`src/core/timer_ccp_pkg.sv`:
```
// constants and types shared by the period timer and capture/compare block
package timer_ccp_pkg;
    // ==========================================================
    // register indices (byte address is four times the index)
    localparam logic [9:0] IDX_FLAG = 10'h00c;
    localparam logic [9:0] IDX_COUNT = 10'h011;
    localparam logic [9:0] IDX_CTRL = 10'h012;
    localparam logic [9:0] IDX_VAL_LO = 10'h015;
    localparam logic [9:0] IDX_VAL_HI = 10'h016;
    localparam logic [9:0] IDX_CCCTRL = 10'h017;
    localparam logic [9:0] IDX_ENABLE = 10'h08c;
    localparam logic [9:0] IDX_PERIOD = 10'h092;
    localparam int ADDR_W = 12;
    localparam int IDX_LSB = 2;
    // ==========================================================
    // field positions
    localparam int CC_FLAG_BIT = 2;
    localparam int TM_FLAG_BIT = 1;
    localparam int POST_LSB = 3;
    localparam int RUN_BIT = 2;
    localparam int PRE_LSB = 0;
    localparam int DUTY_LSB = 4;
    localparam int MODE_LSB = 0;
    // ==========================================================
    // reset values and implemented-bit masks
    localparam logic [7:0] BYTE_ZERO = 8'h00;
    localparam logic [7:0] PERIOD_RST = 8'hff;
    localparam logic [7:0] CTRL_MASK = 8'h7f;
    localparam logic [7:0] CCCTRL_MASK = 8'h3f;
    localparam logic [7:0] FLAG_MASK = 8'h06;
    localparam logic [7:0] ENABLE_MASK = 8'h06;
    localparam logic [23:0] RD_PAD = 24'h000000;
    // ==========================================================
    // mode codes
    localparam logic [3:0] MODE_OFF = 4'h0;
    localparam logic [3:0] CAP_FALL = 4'h4;
    localparam logic [3:0] CAP_RISE = 4'h5;
    localparam logic [3:0] CAP_4TH = 4'h6;
    localparam logic [3:0] CAP_16TH = 4'h7;
    localparam logic [3:0] CMP_SET = 4'h8;
    localparam logic [3:0] CMP_CLR = 4'h9;
    localparam logic [3:0] CMP_SOFT = 4'ha;
    localparam logic [3:0] CMP_TRIG = 4'hb;
    localparam logic [1:0] PWM_TOP = 2'h3;
    // ==========================================================
    // divider limits (terminal count of each divider)
    localparam logic [1:0] PRE_SEL_1 = 2'h0;
    localparam logic [1:0] PRE_SEL_4 = 2'h1;
    localparam logic [3:0] PRE_LIM_1 = 4'h0;
    localparam logic [3:0] PRE_LIM_4 = 4'h3;
    localparam logic [3:0] PRE_LIM_16 = 4'hf;
    localparam logic [3:0] CAP_LIM_4 = 4'h3;
    localparam logic [3:0] CAP_LIM_16 = 4'hf;
    localparam logic [3:0] NIB_ZERO = 4'h0;
    localparam logic [3:0] NIB_ONE = 4'h1;
    localparam logic [7:0] CNT_ONE = 8'h01;
    typedef enum logic [1:0] {cls_off, cls_capture, cls_compare, cls_pwm} mode_class_e;
endpackage : timer_ccp_pkg

```
`src/core/period_timer_ccp.sv`:
```
// period timer with pre/post dividers and capture/compare/pwm mode control
// What this block does
// - writes to count or control, and reset, clear both divider counters
// - writing the control register leaves the timer count unchanged
// - the match before the post divider goes out to the serial port
// - count climbs from zero to period, then wraps to zero next increment
// - post divided match sets the match flag; software clears it
// - timer input is instruction clock divided by 1, 4 or 16
// - clearing the run bit stops the timer
// - one 16-bit value register serves capture, compare or pwm duty
// - value register is reached as separate low and high bytes
// - both value bytes and unit control are readable and writable
// - capture/compare use the wide timer; pwm uses the period timer
// - mode 0000 switches the unit off and resets its state
// - 0100 captures on falling pin edge, 0101 on rising
// - 0110 captures every 4th rising edge, 0111 every 16th
// - 1000 drives output high on match and sets event flag
// - 1001 drives output low on match and sets event flag
// - 1010 sets event flag on match, pin left alone
// - 1011 sets event flag and fires trigger resetting wide timer
// - 11xx is pwm; control bits 5-4 are duty low bits
// - duty low bits do nothing outside pwm mode
module period_timer_ccp (
    // clock and reset
    input wire logic core_clk,
    input wire logic rst_n,
    // apb slave
    input wire logic [timer_ccp_pkg::ADDR_W-1:0] paddr,
    input wire logic psel,
    input wire logic penable,
    input wire logic pwrite,
    input wire logic [31:0] pwdata,
    output logic [31:0] prdata,
    output logic pready,
    output logic pslverr,
    // wide timer side
    input wire logic [15:0] wide_timer_count,
    output logic special_event,
    // serial port shift clock source
    output logic timer_match_out,
    // unit pin
    input wire logic cc_pin_in,
    output logic cc_pin_out,
    output logic cc_pin_oe
);
    // ==========================================================
    // functions
    function automatic logic [3:0] pre_limit(input logic [1:0] sel);
        logic [3:0] lim;
        lim = timer_ccp_pkg::PRE_LIM_16;
        if (sel == timer_ccp_pkg::PRE_SEL_1) begin
            lim = timer_ccp_pkg::PRE_LIM_1;
        end else if (sel == timer_ccp_pkg::PRE_SEL_4) begin
            lim = timer_ccp_pkg::PRE_LIM_4;
        end
        return lim;
    endfunction : pre_limit

    function automatic timer_ccp_pkg::mode_class_e mode_class(input logic [3:0] m);
        timer_ccp_pkg::mode_class_e c;
        c = timer_ccp_pkg::cls_off;
        if (m[3:2] == timer_ccp_pkg::PWM_TOP) begin
            c = timer_ccp_pkg::cls_pwm;
        end else if (m[3]) begin
            c = timer_ccp_pkg::cls_compare;
        end else if (m[2]) begin
            c = timer_ccp_pkg::cls_capture;
        end
        return c;
    endfunction : mode_class

    // ==========================================================
    // state
    logic [7:0] timer_count;
    logic [7:0] timer_period;
    logic [7:0] timer_control;
    logic [7:0] capture_compare_control;
    logic [7:0] cc_value_low;
    logic [7:0] cc_value_high;
    logic [7:0] peripheral_flag_register;
    logic [7:0] peripheral_enable_register;
    logic [3:0] pre_cnt;
    logic [3:0] post_cnt;
    logic [3:0] cap_cnt;
    logic pin_q;
    logic cmp_eq_q;

    // ==========================================================
    // apb decode
    wire [9:0] idx = paddr[timer_ccp_pkg::ADDR_W-1:timer_ccp_pkg::IDX_LSB];
    wire hit_flag = idx == timer_ccp_pkg::IDX_FLAG;
    wire hit_count = idx == timer_ccp_pkg::IDX_COUNT;
    wire hit_ctrl = idx == timer_ccp_pkg::IDX_CTRL;
    wire hit_lo = idx == timer_ccp_pkg::IDX_VAL_LO;
    wire hit_hi = idx == timer_ccp_pkg::IDX_VAL_HI;
    wire hit_cc = idx == timer_ccp_pkg::IDX_CCCTRL;
    wire hit_en = idx == timer_ccp_pkg::IDX_ENABLE;
    wire hit_per = idx == timer_ccp_pkg::IDX_PERIOD;
    wire hit_any = hit_flag | hit_count | hit_ctrl | hit_lo | hit_hi | hit_cc | hit_en | hit_per;
    wire access = psel & penable;
    wire wr = access & pwrite & hit_any;
    wire [7:0] wbyte = pwdata[7:0];
    wire wr_flag = wr & hit_flag;
    wire wr_count = wr & hit_count;
    wire wr_ctrl = wr & hit_ctrl;
    wire wr_lo = wr & hit_lo;
    wire wr_hi = wr & hit_hi;
    wire wr_cc = wr & hit_cc;
    wire wr_en = wr & hit_en;
    wire wr_per = wr & hit_per;

    assign pready = access;
    assign pslverr = access & ~hit_any;

    // ==========================================================
    // read mux (unmapped reads as zero)
    logic [7:0] rd_byte;
    always_comb begin
        rd_byte = timer_ccp_pkg::BYTE_ZERO;
        if (hit_flag) rd_byte = peripheral_flag_register;
        if (hit_count) rd_byte = timer_count;
        if (hit_ctrl) rd_byte = timer_control;
        if (hit_lo) rd_byte = cc_value_low;
        if (hit_hi) rd_byte = cc_value_high;
        if (hit_cc) rd_byte = capture_compare_control;
        if (hit_en) rd_byte = peripheral_enable_register;
        if (hit_per) rd_byte = timer_period;
    end

    // data captured in the setup phase, held through the access phase
    always_ff @(posedge core_clk) begin
        if (!rst_n) begin
            prdata <= {timer_ccp_pkg::RD_PAD, timer_ccp_pkg::BYTE_ZERO};
        end else if (psel & ~penable) begin
            prdata <= {timer_ccp_pkg::RD_PAD, rd_byte};
        end
    end

    // ==========================================================
    // period timer
    wire run = timer_control[timer_ccp_pkg::RUN_BIT];
    wire [1:0] pre_sel = timer_control[timer_ccp_pkg::PRE_LSB +: 2];
    wire [3:0] post_sel = timer_control[timer_ccp_pkg::POST_LSB +: 4];
    wire [3:0] pre_lim = pre_limit(pre_sel);
    wire pre_tick = run & (pre_cnt == pre_lim);
    wire at_period = timer_count == timer_period;
    wire div_clear = wr_count | wr_ctrl;
    wire post_hit = timer_match_out & (post_cnt == post_sel);

    assign timer_match_out = pre_tick & at_period;

    wire [3:0] next_pre = (div_clear | pre_tick) ? timer_ccp_pkg::NIB_ZERO
                        : run ? pre_cnt + timer_ccp_pkg::NIB_ONE : pre_cnt;
    wire [3:0] next_post = div_clear ? timer_ccp_pkg::NIB_ZERO
                         : post_hit ? timer_ccp_pkg::NIB_ZERO
                         : timer_match_out ? post_cnt + timer_ccp_pkg::NIB_ONE : post_cnt;
    wire [7:0] next_count = wr_count ? wbyte
                          : timer_match_out ? timer_ccp_pkg::BYTE_ZERO
                          : pre_tick ? timer_count + timer_ccp_pkg::CNT_ONE : timer_count;

    always_ff @(posedge core_clk) begin
        if (!rst_n) begin
            pre_cnt <= timer_ccp_pkg::NIB_ZERO;
            post_cnt <= timer_ccp_pkg::NIB_ZERO;
            timer_count <= timer_ccp_pkg::BYTE_ZERO;
        end else begin
            pre_cnt <= next_pre;
            post_cnt <= next_post;
            timer_count <= next_count;
        end
    end

    always_ff @(posedge core_clk) begin
        if (!rst_n) begin
            timer_control <= timer_ccp_pkg::BYTE_ZERO;
            timer_period <= timer_ccp_pkg::PERIOD_RST;
            peripheral_enable_register <= timer_ccp_pkg::BYTE_ZERO;
        end else begin
            if (wr_ctrl) timer_control <= wbyte & timer_ccp_pkg::CTRL_MASK;
            if (wr_per) timer_period <= wbyte;
            if (wr_en) peripheral_enable_register <= wbyte & timer_ccp_pkg::ENABLE_MASK;
        end
    end

    // ==========================================================
    // capture/compare/pwm mode control
    wire [3:0] mode = capture_compare_control[timer_ccp_pkg::MODE_LSB +: 4];
    wire [1:0] duty_low = capture_compare_control[timer_ccp_pkg::DUTY_LSB +: 2];
    timer_ccp_pkg::mode_class_e cls;
    assign cls = mode_class(mode);
    wire is_cap = cls == timer_ccp_pkg::cls_capture;
    wire is_cmp = cls == timer_ccp_pkg::cls_compare;
    wire is_pwm = cls == timer_ccp_pkg::cls_pwm;
    wire is_off = mode == timer_ccp_pkg::MODE_OFF;

    // capture edge selection
    wire rise = cc_pin_in & ~pin_q;
    wire fall = ~cc_pin_in & pin_q;
    wire scaled = (mode == timer_ccp_pkg::CAP_4TH) | (mode == timer_ccp_pkg::CAP_16TH);
    wire [3:0] cap_lim = (mode == timer_ccp_pkg::CAP_4TH) ? timer_ccp_pkg::CAP_LIM_4 : timer_ccp_pkg::CAP_LIM_16;
    wire cap_event = is_cap & ((mode == timer_ccp_pkg::CAP_FALL) & fall
                             | (mode == timer_ccp_pkg::CAP_RISE) & rise
                             | scaled & rise & (cap_cnt == cap_lim));
    wire [3:0] next_cap = ~is_cap ? timer_ccp_pkg::NIB_ZERO
                        : (scaled & rise) ? ((cap_cnt == cap_lim) ? timer_ccp_pkg::NIB_ZERO
                                                                  : cap_cnt + timer_ccp_pkg::NIB_ONE)
                        : cap_cnt;

    // compare against the wide timer, one hit per new match
    wire cmp_eq = {cc_value_high, cc_value_low} == wide_timer_count;
    wire cmp_hit = is_cmp & cmp_eq & ~cmp_eq_q;
    assign special_event = cmp_hit & (mode == timer_ccp_pkg::CMP_TRIG);

    // pwm: duty against the period timer extended by two divider bits
    wire pwm_level = {timer_count, pre_cnt[1:0]} < {cc_value_low, duty_low};
    assign cc_pin_oe = is_pwm | (mode == timer_ccp_pkg::CMP_SET) | (mode == timer_ccp_pkg::CMP_CLR);

    wire next_pin = is_off ? 1'b0
                  : is_pwm ? pwm_level
                  : (cmp_hit & (mode == timer_ccp_pkg::CMP_SET)) ? 1'b1
                  : (cmp_hit & (mode == timer_ccp_pkg::CMP_CLR)) ? 1'b0
                  : cc_pin_out;

    always_ff @(posedge core_clk) begin
        if (!rst_n) begin
            cap_cnt <= timer_ccp_pkg::NIB_ZERO;
            pin_q <= 1'b0;
            cmp_eq_q <= 1'b0;
            cc_pin_out <= 1'b0;
        end else begin
            cap_cnt <= next_cap;
            pin_q <= cc_pin_in;
            cmp_eq_q <= cmp_eq & is_cmp;
            cc_pin_out <= next_pin;
        end
    end

    // value register: a capture wins over a bus write in the same cycle
    always_ff @(posedge core_clk) begin
        if (!rst_n) begin
            capture_compare_control <= timer_ccp_pkg::BYTE_ZERO;
            cc_value_low <= timer_ccp_pkg::BYTE_ZERO;
            cc_value_high <= timer_ccp_pkg::BYTE_ZERO;
        end else begin
            if (wr_cc) capture_compare_control <= wbyte & timer_ccp_pkg::CCCTRL_MASK;
            if (cap_event) begin
                cc_value_low <= wide_timer_count[7:0];
                cc_value_high <= wide_timer_count[15:8];
            end else begin
                if (wr_lo) cc_value_low <= wbyte;
                if (wr_hi) cc_value_high <= wbyte;
            end
        end
    end

    // ==========================================================
    // flags: hardware set wins over a software clear
    wire set_cc = cap_event | cmp_hit;
    wire [7:0] flag_base = wr_flag ? (wbyte & timer_ccp_pkg::FLAG_MASK) : peripheral_flag_register;
    wire [7:0] flag_set = {5'h00, set_cc, post_hit, 1'b0};
    wire [7:0] next_flag = flag_base | flag_set;

    always_ff @(posedge core_clk) begin
        if (!rst_n) begin
            peripheral_flag_register <= timer_ccp_pkg::BYTE_ZERO;
        end else begin
            peripheral_flag_register <= next_flag;
        end
    end
endmodule : period_timer_ccp

```
`config.mk`:
```
export PLATFORM = sky130hd
export DESIGN_NAME = period_timer_ccp
export DESIGN_NICKNAME = d
export VERILOG_FILES = /design/src/core/timer_ccp_pkg.sv /design/src/core/period_timer_ccp.sv
export SDC_FILE = /design/constraint.sdc
export NUM_CORES = 1
export LEC_CHECK = 0
export ABC_AREA = 1
export BUFFER_PORTS_ARGS = -buffer_cell sky130_fd_sc_hd__buf_2
export CAP_MARGIN = 40
export CORE_UTILIZATION = 25
export CTS_CLUSTER_SIZE = 16
export DETAILED_ROUTE_END_ITERATION = 6
export GPL_TIMING_DRIVEN = 0
export PLACE_DENSITY = 0.41
export SKIP_LAST_GASP = 1
export SLEW_MARGIN = 10
export SYNTH_ARGS = -nofsm -noshare
export SYNTH_HDL_FRONTEND = slang
export SYNTH_SLANG_ARGS = --single-unit
```
`constraint.sdc`:
```
create_clock -name core_clk -period 1.7 [get_ports core_clk]
set_clock_uncertainty 0.05 [all_clocks]
set_input_delay 0 -clock core_clk [delete_from_list [all_inputs] [get_ports core_clk]]
set_output_delay 0 -clock core_clk [all_outputs]
set_load 0.05 [all_outputs]
```
# == After elaboration in Yosys (flattened, before gate mapping) ==
# Index checks and enable logic that the tools add are counted.
# op_classes
addsub,4
multipliers,0
div_mod_pow,0
n_lt_le_gt_ge,1
eq_ne,25
shifts,0
muxes,26
bitwise_logic,50
reduce_logical,10
# ops
cell,count
two-way mux 8 bit,16
"equality test 10 x 5 -> 1 bit, second input constant",5
bitwise AND 1 bit,28
"equality test 10 x 8 -> 1 bit, second input constant",2
equality test 16 bit,1
"equality test 4 x 3 -> 1 bit, second input constant",4
two-way mux 4 bit,4
OR 1 bit,15
"adder 4 x 1 -> 4 bit, second input constant",3
equality test 4 bit,3
"equality test 4 bit, second input constant",3
"equality test 10 x 4 -> 1 bit, second input constant",1
less-than comparator 10 bit,1
"adder 8 x 1 -> 8 bit, second input constant",1
equality test 8 bit,1
OR 8 x 3 -> 8 bit,1
"equality test 2 bit, second input constant",3
inverter 1 bit,6
nonzero test 3 bit,2
"equality test 2 x 1 -> 1 bit, second input constant",2
zero test 4 bit,1
two-way mux 1 bit,4
two-way mux 2 bit,2
nonzero test 2 bit,2
4 further kinds,5
# totals
regBits,78
latchBits,0
ramBits,0
mem_bits_ro,0
output_inout_bits,38
wordCells,131
n_memories,0

# == Longest topological paths before layout ==
# Gate-level depths: netlist (run 1).
# logic_depth
ltp_word,13
depth_mapped,14
mapped_depth_nobuf,14

# == Worst setup path before layout (run 1) ==
# No wires, ideal clock.
# synth_timing
path_kind,reg-to-output
startpoint,register cc_value_low[1]
endpoint,output special_event
arrival_ns,2.346
slack_ns,-0.696
path_stages_with_launch,9
n_path_buf,0
path_cell_list,dfxtp_1 inv_1 nand2_1 nand2_1 nor3b_1 nand2_1 nor2_1 nand3_1 nor4_1
# synth_via
elab_chain_cells,4
# synth_lines
element,line,rtl
"start, declared",period_timer_ccp.sv:78,logic [7:0] cc_value_low;
"start signal, assigned",period_timer_ccp.sv:242,cc_value_low <= timer_ccp_pkg::BYTE_ZERO;
"start signal, assigned",period_timer_ccp.sv:247,cc_value_low <= wide_timer_count[7:0];
"start signal, assigned",period_timer_ccp.sv:250,if (wr_lo) cc_value_low <= wbyte;
equality test 16 bit,period_timer_ccp.sv:210,"wire cmp_eq = {cc_value_high, cc_value_low} == wide_timer_count;"
bitwise AND 1 bit (2 in a row),period_timer_ccp.sv:211,wire cmp_hit = is_cmp & cmp_eq & ~cmp_eq_q;
bitwise AND 1 bit,period_timer_ccp.sv:212,assign special_event = cmp_hit & (mode == timer_ccp_pkg::CMP_TRIG);
"end, declared",period_timer_ccp.sv:38,"output logic special_event,"
# No other way between the ends.

# == Final worst setup path (run 1) ==
# layout_timing
startpoint,register capture_compare_control[2]
endpoint,register cc_value_low[5]
# layout_via
elab_chain_cells,7
word_cells_on_any_way,21
cone_classes,eq/ne: 7; mux: 5; bitwise: 8; reduce/logical: 1
# layout_lines
element,line,rtl
"start, declared",period_timer_ccp.sv:77,logic [7:0] capture_compare_control;
"start signal, assigned",period_timer_ccp.sv:241,capture_compare_control <= timer_ccp_pkg::BYTE_ZERO;
"start signal, assigned",period_timer_ccp.sv:245,if (wr_cc) capture_compare_control <= wbyte & timer_ccp_pkg::CCCTRL_MASK;
"equality test 4 x 3 -> 1 bit, on equally long branches","period_timer_ccp.sv:199, period_timer_ccp.sv:200",
two-way mux 4 bit / OR 1 bit (equally long branches),"period_timer_ccp.sv:200, period_timer_ccp.sv:199",
equality test 4 bit / bitwise AND 1 bit (equally long branches),period_timer_ccp.sv:203,| scaled & rise & (cap_cnt == cap_lim));
bitwise AND 1 bit,period_timer_ccp.sv:203,
OR 1 bit,period_timer_ccp.sv:203,
bitwise AND 1 bit *,period_timer_ccp.sv:201,wire cap_event = is_cap & ((mode == timer_ccp_pkg::CAP_FALL) & fall
two-way mux 8 bit / nonzero test 2 bit (equally long branches),-,
# Every way passes the cells marked *; elsewhere a longest branch is shown, timed or not.
# A chain may end at the register's enable or synchronous reset.

==> impl_metrics.toml, run 1 <==
[outcome]
status = "finished with violations"
violations = "hold timing, setup timing"

[global_route]
grt_use_met3_pct = 2.914
grt_use_met1_pct = 23.92
grt.met2_usage_pct = 31.20
grt_max_degree = 12
grt-ovfl-total = 0
grt.busiest_layer = "met2"
grt_pass1_wl_um = 28190
antenna_found_initial = 0
grt_pass1_vias = 5136
grtUsageTotal_pct = 18.50

[clock_network]
cts_buffer_depth = 2
cts-root-buf = "clkbuf_16"
path_clk_slew_ns = 0.06
worstSkewPairLatency_ns = 0.35
numCtsBuffers = 9
tritoncts = "done"
h-tree-depth = 3
clock_sinks = 72

[power_and_ir_drop]
peakVddDrop_v = 0.0004597
clkPwrFrac_pct = 47.1
pwr-share-seq_pct = 40.2
p_comb_share_pct = 12.7
internal-power_mw = 3.050
swShare_pct = 27.26
p_per_area_nw_per_um2 = 601.2
switchingPower_mw = 1.143
leakage_nw = 3.377

[timing]
hold_violations = 1
fin_ws_ns = -0.1094
max_slew_margin_pct = 47.47
slew_viol_final = 0
setup_tns_ns = -0.5257
timing.final.crit_share_pct = 106.4
rsz0062_at_grt = "true"
tightestPinTransition_ns = 0.7880
fmaxAchievable_mhz = 552.7
fin_crit_ns = 1.809
holdWs_ns = -0.009116
setup_violations = 15

[detailed_routing]
vias = 5335
drc_errors = 0
firstDrtPassIters = 5
drtIter0Drc = 232
wire_per_inst_um = 15.54
antenna_left = 0
vias_per_cell = 4.491
routed_wl_um = 18470

[synth]
synthArstFlopShare_pct = 0
synth_cell_types = 46
muxShareOfSynthArea_pct = 0
synth-seq-area-share_pct = 28.56
yosys_most_used_dff = "dfxtp_1"
yosys.area.top_type = "dfxtp_1"
synth.area.top_cells = "dfxtp_1, nand2_1, inv_1"
synth_xor_xnor_area_share_pct = 4.512
synth_top_family_by_area = "simple AND/OR/NAND/NOR gates"
synth_edf_count = 0
synth.top_cell.area_share_pct = 28.56
netlist_area_um2 = 5047
yosys_register_bits = 72
yosys_warnings = 0
synth_compound_area_share_pct = 15.05
syn_avg_cell_area_um2 = 6.488
syn_inst = 778
synthSimpleGateAreaFrac_pct = 34.31
synthAdderAreaFrac_pct = 3.223

[die]
core_area_um2 = 19650
initial_core_util_pct = 25.68
fp.dieH_um = 144.1
ioPinCount = 104
rows = 51
die_w_um = 144.1
fp.dieArea_um2 = 20760

[critical_path]
critPathRequiredTime_ns = 1.92
startpoint = "capture_compare_control[2]$_SDFFE_PN0P_"
r2r_start = "capture_compare_control[2]$_SDFFE_PN0P_"
rr_worst_depth = 11
critPathArrivalTime_ns = 2.03
cp_max_fo = 5
start_kind = "flip-flop"
endpoint_kind = "flip-flop"
path_class = "reg -> reg"

[run]
maxCapViolCount = 0

[placed_design]
placed_area_um2 = 5777
gp_congestion = 0.8594
io_buffers = 53
preCtsSetupSlack_ns = -0.3353
dp.cells = 1119
dp.final_hpwl_um = 14450

[layout]
final_common_cell = "nand2_1"
n_antenna_cell = 0
synthToLayoutAreaGrowth_pct = 38.18
final_area_um2 = 6974
final_core_util_pct = 35.49
fin_cells = 1188
drive_above_1_share_pct = 31.53
nets = 997
final_cell_mix = "nand2_1, inv_1, nor2_1, buf_2, buf_4"

[hold_path]
hold_path.class = "in -> reg"
hp-start = "wide_timer_count[4]"
holdPathStages = 5
[layer usage]
layer  up-vias  routed length (um)
met4         0                 375
met2       107                8587
li1       2765                   -
met5         -                   0
met1      2439                8779
met3        24                 723
[path summary, 6_finish.rpt]
kind                                   to  slack (ns)
max          cc_value_low[5]$_SDFFE_PN0P_       -0.11
max reg2reg  cc_value_low[5]$_SDFFE_PN0P_       -0.11
min reg2reg        prdata[2]$_SDFFE_PN0P_        0.42
min          cc_value_low[4]$_SDFFE_PN0P_      -0.009
[power groups by stage]
stage	Clock, mW	Combinational, mW	Sequential [mW]
2_1_floorplan	0	0.306	1.77
3_3_place_gp	0	0.487	1.74
3_5_place_dp	0	0.483	1.74
4_1_cts	2.02	0.523	1.69
5_1_grt	2.08	0.576	1.68
6_report	1.97	0.534	1.68
[per-stage QoR]
stage	hold WS, ns	total power [mW]
after global placement	0.1505	2.229
after floorplan	0.04345	2.072
after global routing	0.02176	4.342
final	-0.009116	4.193
after CTS	0.002250	4.230
after detailed placement	0.1540	2.224
[layout make-up]
class | instances | area, um^2
Buffer | 41 | 291.5
Clock inverter | 3 | 40.04
Fill cell | 2224 | 12680
Multi-Input combinational cell | 571 | 3268
Clock buffer | 13 | 260.3
Timing Repair Buffer | 107 | 799.5
Inverter | 116 | 465.4
Sequential cell | 72 | 1518
Tap cell | 265 | 331.6
[cell usage after synthesis (10+ instances only)]
| cell | count |
|---|---|
| a21oi_1 | 47 |
| inv_1 | 107 |
| nand4_1 | 17 |
| ha_1 | 13 |
| nor2_1 | 72 |
| nand2_1 | 190 |
| dfxtp_1 | 72 |
| xnor2_1 | 10 |
| o21ai_0 | 42 |
| o21ai_1 | 11 |
| buf_4 | 26 |
| xor2_1 | 16 |
| nand3_1 | 53 |
[critical path: stages, from the launching register on]
cell     delay [ns]
dfxtp_4        0.36
inv_6          0.04
nor2_4         0.13
nand4_1        0.12
a21oi_2        0.21
a21oi_4        0.10
buf_6          0.14
buf_6          0.13
buf_6          0.11
o21ai_2        0.12
nand2_1        0.07
a21oi_1        0.14
[cells by family after synthesis]
| logic type | count (synthesis) |
|---|---|
| adder cells (fa/ha/maj) | 13 |
| flip-flops | 72 |
| AO/OA/AOI/OAI | 129 |
| AND/OR/NAND/NOR | 379 |
| buffers and inverters | 158 |
| XOR/XNOR | 26 |
| other | 1 |
[sequential cells by signal, summed over array words and instances (netlist names), 6 cells and up]
signal                   flops
timer_count                  8
capture_compare_control      6
timer_period                 8
prdata                       8
cc_value_low                 8
timer_control                7
cc_value_high                8
[what timing repair did]
| action | in CTS | in global routing |
|---|---|---|
| endpoints found under the setup margin | 33 | 34 |
| resized for setup | 64 | 92 |
| cloned | 1 | 0 |
| hold endpoints to repair | 25 | 0 |
| hold buffers | 18 | 0 |
| pin swaps | 14 | 34 |
| setup buffers | 19 | 18 |
(Power assumes the default switching activity.)
==> inputs of run 2 (changes only) <==
--- a/config.mk
+++ b/config.mk
@@ -8,11 +8,12 @@
 export ABC_AREA = 1
 export BUFFER_PORTS_ARGS = -buffer_cell sky130_fd_sc_hd__buf_2
 export CAP_MARGIN = 40
-export CORE_UTILIZATION = 25
+export CORE_UTILIZATION = 45
+export CTS_CLUSTER_DIAMETER = 100
 export CTS_CLUSTER_SIZE = 16
 export DETAILED_ROUTE_END_ITERATION = 6
 export GPL_TIMING_DRIVEN = 0
-export PLACE_DENSITY = 0.41
+export PLACE_DENSITY = 0.67
 export SKIP_LAST_GASP = 1
 export SLEW_MARGIN = 10
 export SYNTH_ARGS = -nofsm -noshare
==> run 2 against run 1 <==
- the flow still finishes with violations (hold timing, setup timing)
- routed wire length shrank 6.3%
- power fell by 14%
- cell area decreased by 2.9%
- via count rose by 7.0%
- combinational power up 2%
- fmax fell by 0.66%
- flip-flop and latch count stayed put
- hold slack worse by 0.017 ns
- register-to-register slack barely moved
- worst setup slack worse by 0.012 ns
- global-route usage rose by 11 points
- non-clock buffer count did not move
- critical endpoint is now timer_count[5]$_SDFFE_PN0P_
- largest cell class unchanged
==> impl_metrics.toml, run 2 (synthesis results as in run 1) <==
[detailed_routing]
routed_wl_um = 17310
antenna_left = 0
vias_per_cell = 5.371
vias = 5709
firstDrtPassIters = 6
drc_errors = 0
drtIter0Drc = 505
wire_per_inst_um = 16.29

[critical_path]
critPathRequiredTime_ns = 1.86
start_kind = "flip-flop"
cpPeakStageDelay_ns = 0.41
cp_max_fo = 6
path_class = "reg -> reg"
crit_chain = "inv_2 -> nand2_2 -> nand4_1 -> nor2_2 -> nand2_2 -> nor2_4 -> buf_6 -> nor2_4 -> nand2_1 -> nand2_1 -> o21ai_1 -> a21oi_1"
cp_slowest_cell = "dfxtp_4"
critPathArrivalTime_ns = 1.98
endpoint_kind = "flip-flop"

[timing]
hold_violations = 1
rsz0062_at_grt = "true"
max_slew_margin_pct = 52.91
tightestPinTransition_ns = 0.7064
slew_viol_final = 0
fmaxAchievable_mhz = 549.1
timing.final.crit_share_pct = 107.1
holdWs_ns = -0.02658
fin_crit_ns = 1.821
fin_ws_ns = -0.1213
setup_violations = 23

[layout]
final_cell_mix = "nand2_1, inv_1, nor2_1, buf_4, buf_2"
nets = 998
fillerInstances = 1009
drive_above_1_share_pct = 32.07
fin_cells = 1063
multiInputGateArea_um2 = 3353
synthToLayoutAreaGrowth_pct = 34.18
n_antenna_cell = 0
final_common_cell = "nand2_1"
regArea_um2 = 1519

[clock_network]
clock_sinks = 72
cts-root-buf = "clkbuf_8"
worstSkewPairLatency_ns = 0.36
numCtsBuffers = 9
h-tree-depth = 3
path_clk_slew_ns = 0.08
cts_buffer_depth = 2
tritoncts = "done"

[die]
rows = 38
initial_core_util_pct = 46.36
core_area_um2 = 10890
fp.dieArea_um2 = 11640
ioPinCount = 104
die_w_um = 107.9
fp.dieH_um = 107.9

[global_route]
grt_pass1_vias = 5083
grt_max_degree = 12
grt_pass1_wl_um = 25470
grt-ovfl-total = 0
antenna_found_initial = 0
grtUsageTotal_pct = 29.12

[placed_design]
gp_congestion = 0.9423
dp.final_hpwl_um = 12470
dp.cells = 994
io_buffers = 53

[outcome]
status = "finished with violations"
violations = "hold timing, setup timing"

[run]
maxCapViolCount = 0

[hold_path]
hold_path.class = "in -> reg"

[power_and_ir_drop]
peakVddDrop_v = 0.0004452
total_power_mw = 3.598
p_per_area_nw_per_um2 = 531.3
leakage_nw = 3.348
-- run 2: where the power goes --
group          switching, mW  total (mW)  internal, mW  leakage (nW)
Clock                  0.666        1.38         0.709        0.0925
Combinational          0.375       0.545         0.170          2.66
Sequential           0.00706        1.68          1.67         0.595
-- run 2: final cells by class --
class | instances | share of cell area [%]
clock buffer | 12 | 2.143
sequential | 72 | 22.43
timing repair inverter | 1 | 0.1663
buffer | 41 | 4.360
multi-input combinational | 571 | 49.51
inverter | 116 | 6.798
timing repair buffer | 107 | 11.38
tap | 140 | 2.586
clock inverter | 3 | 0.6281
-- run 2: stage by stage --
step | util, % | cell area [um^2] | worst slack, ns | setup TNS (ns)
3_3_place_gp | 51.62 | 5620 | -0.2980 | -5.465
6_report | 62.20 | 6773 | -0.1213 | -0.9857
4_1_cts | 58.73 | 6395 | -0.1932 | -0.7190
2_1_floorplan | - | 5180 | -0.1154 | -0.1823
3_5_place_dp | 51.62 | 5620 | -0.3422 | -6.888
5_1_grt | 62.20 | 6773 | -0.2084 | -3.691
-- run 2: final timing paths --
kind | slack, ns | cells past startpoint | from | endpoint
worst min register to register | 0.43 | 2 | prdata[1]$_SDFFE_PN0P_ | prdata[1]$_SDFFE_PN0P_
worst min-delay path | -0.03 | 5 | wide_timer_count[1] | cc_value_low[1]$_SDFFE_PN0P_
worst max register to register | -0.12 | 12 | timer_count[2]$_SDFFE_PN0P_ | timer_count[5]$_SDFFE_PN0P_
worst max-delay path | -0.12 | 12 | timer_count[2]$_SDFFE_PN0P_ | timer_count[5]$_SDFFE_PN0P_
-- run 2: repair_timing --
action / in CTS / in global routing
hold endpoints to repair: 34 / 0
resized for setup: 91 / 73
buffers inserted: 19 / 16
hold buffers: 21 / 0
endpoints found under the setup margin: 32 / 32
pin swaps: 20 / 40
gates cloned: 2 / 0
-- run 2: layer usage --
| metal | GRT usage, % | wire (um) |
|---|---|---|
| met5 | 0 | 0 |
| met4 | 8.708 | 508 |
| met3 | 5.085 | 1375 |
| met2 | 51.83 | 8476 |
| met1 | 35.63 | 6951 |
-- run 2: critical path: cells and delay by family (launching register included) --
kind                   cells  cell delay, ns
and+or+nand+nor            8            0.86
DFF                        1            0.41
buffers and inverters      2            0.20
AOI/OAI and AO/OA          2            0.15
==> inputs of run 3 (changes only) <==
--- a/config.mk
+++ b/config.mk
@@ -8,13 +8,12 @@
 export ABC_AREA = 1
 export BUFFER_PORTS_ARGS = -buffer_cell sky130_fd_sc_hd__buf_2
 export CAP_MARGIN = 40
-export CORE_UTILIZATION = 45
+export CORE_UTILIZATION = 43
 export CTS_CLUSTER_DIAMETER = 100
 export CTS_CLUSTER_SIZE = 16
 export DETAILED_ROUTE_END_ITERATION = 6
 export GPL_TIMING_DRIVEN = 0
-export PLACE_DENSITY = 0.67
-export SKIP_LAST_GASP = 1
+export PLACE_DENSITY = 0.71
 export SLEW_MARGIN = 10
 export SYNTH_ARGS = -nofsm -noshare
 export SYNTH_HDL_FRONTEND = slang
==> run 3 against run 2 <==
- the run ends with DRC, setup timing left
- cell area grew 0.35%
- critical path depth shrank 7
- first-iteration DRC count grew 64%
- non-clock buffer count shrank 8
- highest routed layer unchanged
- power grew 12%
- critical path type is now reg -> out
- cell count shrank 0.47%
- flip-flop and latch count is the same
- die area grew 4.6%
- clock power grew 30%
==> impl_metrics.toml, run 3 (synthesis results as in run 1) <==
[detailed_routing]
routed_wl_um = 17290
firstDrtPassIters = 7
antenna_left = 0
drtIter0Drc = 827
drc_errors = 3
vias = 5685
wire_per_inst_um = 16.34
vias_per_cell = 5.373

[global_route]
antenna_found_initial = 0
grt-ovfl-total = 0
grt_pass1_vias = 5060
grtUsageTotal_pct = 27.45
grt_max_degree = 12
grt_pass1_wl_um = 25230

[clock_network]
path_clk_slew_ns = 0.06
numCtsBuffers = 9
tritoncts = "done"
cts_buffer_depth = 2
cts-root-buf = "clkbuf_16"
h-tree-depth = 3
clock_sinks = 72
worstSkewPairLatency_ns = 0.33

[critical_path]
crit_chain = "xor2_4 -> nor4_4 -> nand3_2 -> nor4_4 -> buf_6"
crit_path_frequent_cell = "nor4_4"
critPathRequiredTime_ns = 1.65
path_class = "reg -> out"
startpoint = "cc_value_high[1]$_SDFFE_PN0P_"
r2r_end = "peripheral_flag_register[2]$_SDFF_PN0_"
cp_slowest_cell = "nor4_4"
rr_worst_depth = 10
endpoint_kind = "output port"
path_buf_inv = 1
critical_path_depth = 5
cp_max_fo = 2
critPathArrivalTime_ns = 1.85
cpLargestDelayFamily = "simple AND/OR/NAND/NOR gates"
start_kind = "flip-flop"
cp-endpoint = "special_event"
r2r_start = "cc_value_high[1]$_SDFFE_PN0P_"
cpPeakStageDelay_ns = 0.43
reg2reg_slack_ns = -0.16

[die]
fp.dieArea_um2 = 12170
rows = 39
core_area_um2 = 11420
initial_core_util_pct = 44.20
fp.dieH_um = 110.3
ioPinCount = 104
die_w_um = 110.3

[power_and_ir_drop]
p_per_area_nw_per_um2 = 594.0
total_power_mw = 4.037
leakage_nw = 3.343
peakVddDrop_v = 0.0005556

[timing]
rsz0062_at_grt = "true"
setup_violations = 10
fin_crit_ns = 1.898
tightestPinTransition_ns = 0.7348
hold_violations = 0
fmaxAchievable_mhz = 527.0
timing.final.crit_share_pct = 111.6
max_slew_margin_pct = 51.01
slew_viol_final = 0
fin_ws_ns = -0.1975

[outcome]
violations = "DRC, setup timing"
status = "finished with violations"

[placed_design]
dp.final_hpwl_um = 11690
gp_congestion = 0.9728
io_buffers = 53

[layout]
n_antenna_cell = 0
synthToLayoutAreaGrowth_pct = 34.66
drive_above_1_share_pct = 31.91
nets = 989
final_core_util_pct = 59.52
final_common_cell = "nand2_1"
final_cell_mix = "nand2_1, inv_1, nor2_1, buf_2"

[run]
maxCapViolCount = 0

[hold_path]
hold_path.class = "in -> reg"
==> run 3: changes by cell type in the layout (fill, tap and decap cells not counted), sizes merged <==
cell	before	now
clkbuf	19	22
clkinv	1	4
clkinvlp	1	0
bufinv	1	0
inv	117	115
buf	120	115
dlygate4sd3	21	16
==> run 3: layout make-up <==
type	instances	area [um^2]
Fill cell	1068	4622
Multi-Input combinational cell	571	3323
Sequential cell	72	1516
Timing Repair Buffer	99	719.4
Inverter	116	467.9
Buffer	41	305.3
Clock buffer	13	270.3
Tap cell	143	178.9
Clock inverter	3	15.01
==> run 3: worst min path at each step <==
stage	start	end	slack [ns]	cells after the start
finish	pwdata[2]	peripheral_enable_register[2]$_SDFFE_PN0P_	0.02	3
global route	pwdata[2]	peripheral_enable_register[2]$_SDFFE_PN0P_	0.03	3
CTS	pwdata[2]	peripheral_enable_register[2]$_SDFFE_PN0P_	0.008	3
detailed placement	cc_pin_in	pin_q$_SDFF_PN0_	0.15	3
global placement	cc_pin_in	pin_q$_SDFF_PN0_	0.15	3
floorplan	cc_pin_in	pin_q$_SDFF_PN0_	0.04	2
==> run 3: worst min-delay path, stage by stage <==
cell,delay [ns]
buf_2,0.19
nor2_1,0.13
nor2_1,0.05
==> run 3: metal layers <==
layer / part of all wire (%) / track usage, % / vias up
met1: 41 / 35.77 / 2593
met3: 8.7 / 4.762 / 63
li1: - / - / 2733
met5: 0 / 0 / -
met2: 47 / 44.99 / 296
met4: 3.6 / 10.62 / 0
==> run 3: power breakdown <==
group          leakage (nW)  switching, mW  internal [mW]  total, mW
combinational          2.60          0.384          0.166      0.550
sequential            0.596        0.00748           1.68       1.69
clock                 0.145          0.702           1.10       1.80
==> run 3: stage by stage <==
step	TNS (ns)	hold slack, ns	instance area, um^2	setup slack [ns]	instances
after CTS	-1.478	0.007536	6289	-0.1747	1041
after global placement	-4.559	0.1466	5624	-0.2538	997
after global routing	-2.459	0.03074	6797	-0.2576	1058
final	-0.6202	0.02035	6797	-0.1975	1058
after floorplan	-0.1823	0.04345	5180	-0.1154	801
after detailed placement	-5.032	0.1518	5624	-0.2808	997
==> run 3: repair_timing <==
action | CTS | global route
gates resized for setup | 51 | 113
hold buffers | 16 | 0
pin swaps | 9 | 39
buffers inserted | 13 | 15
gates cloned | 0 | 2
endpoints found under the hold margin | 22 | 0
setup endpoints to repair | 31 | 38
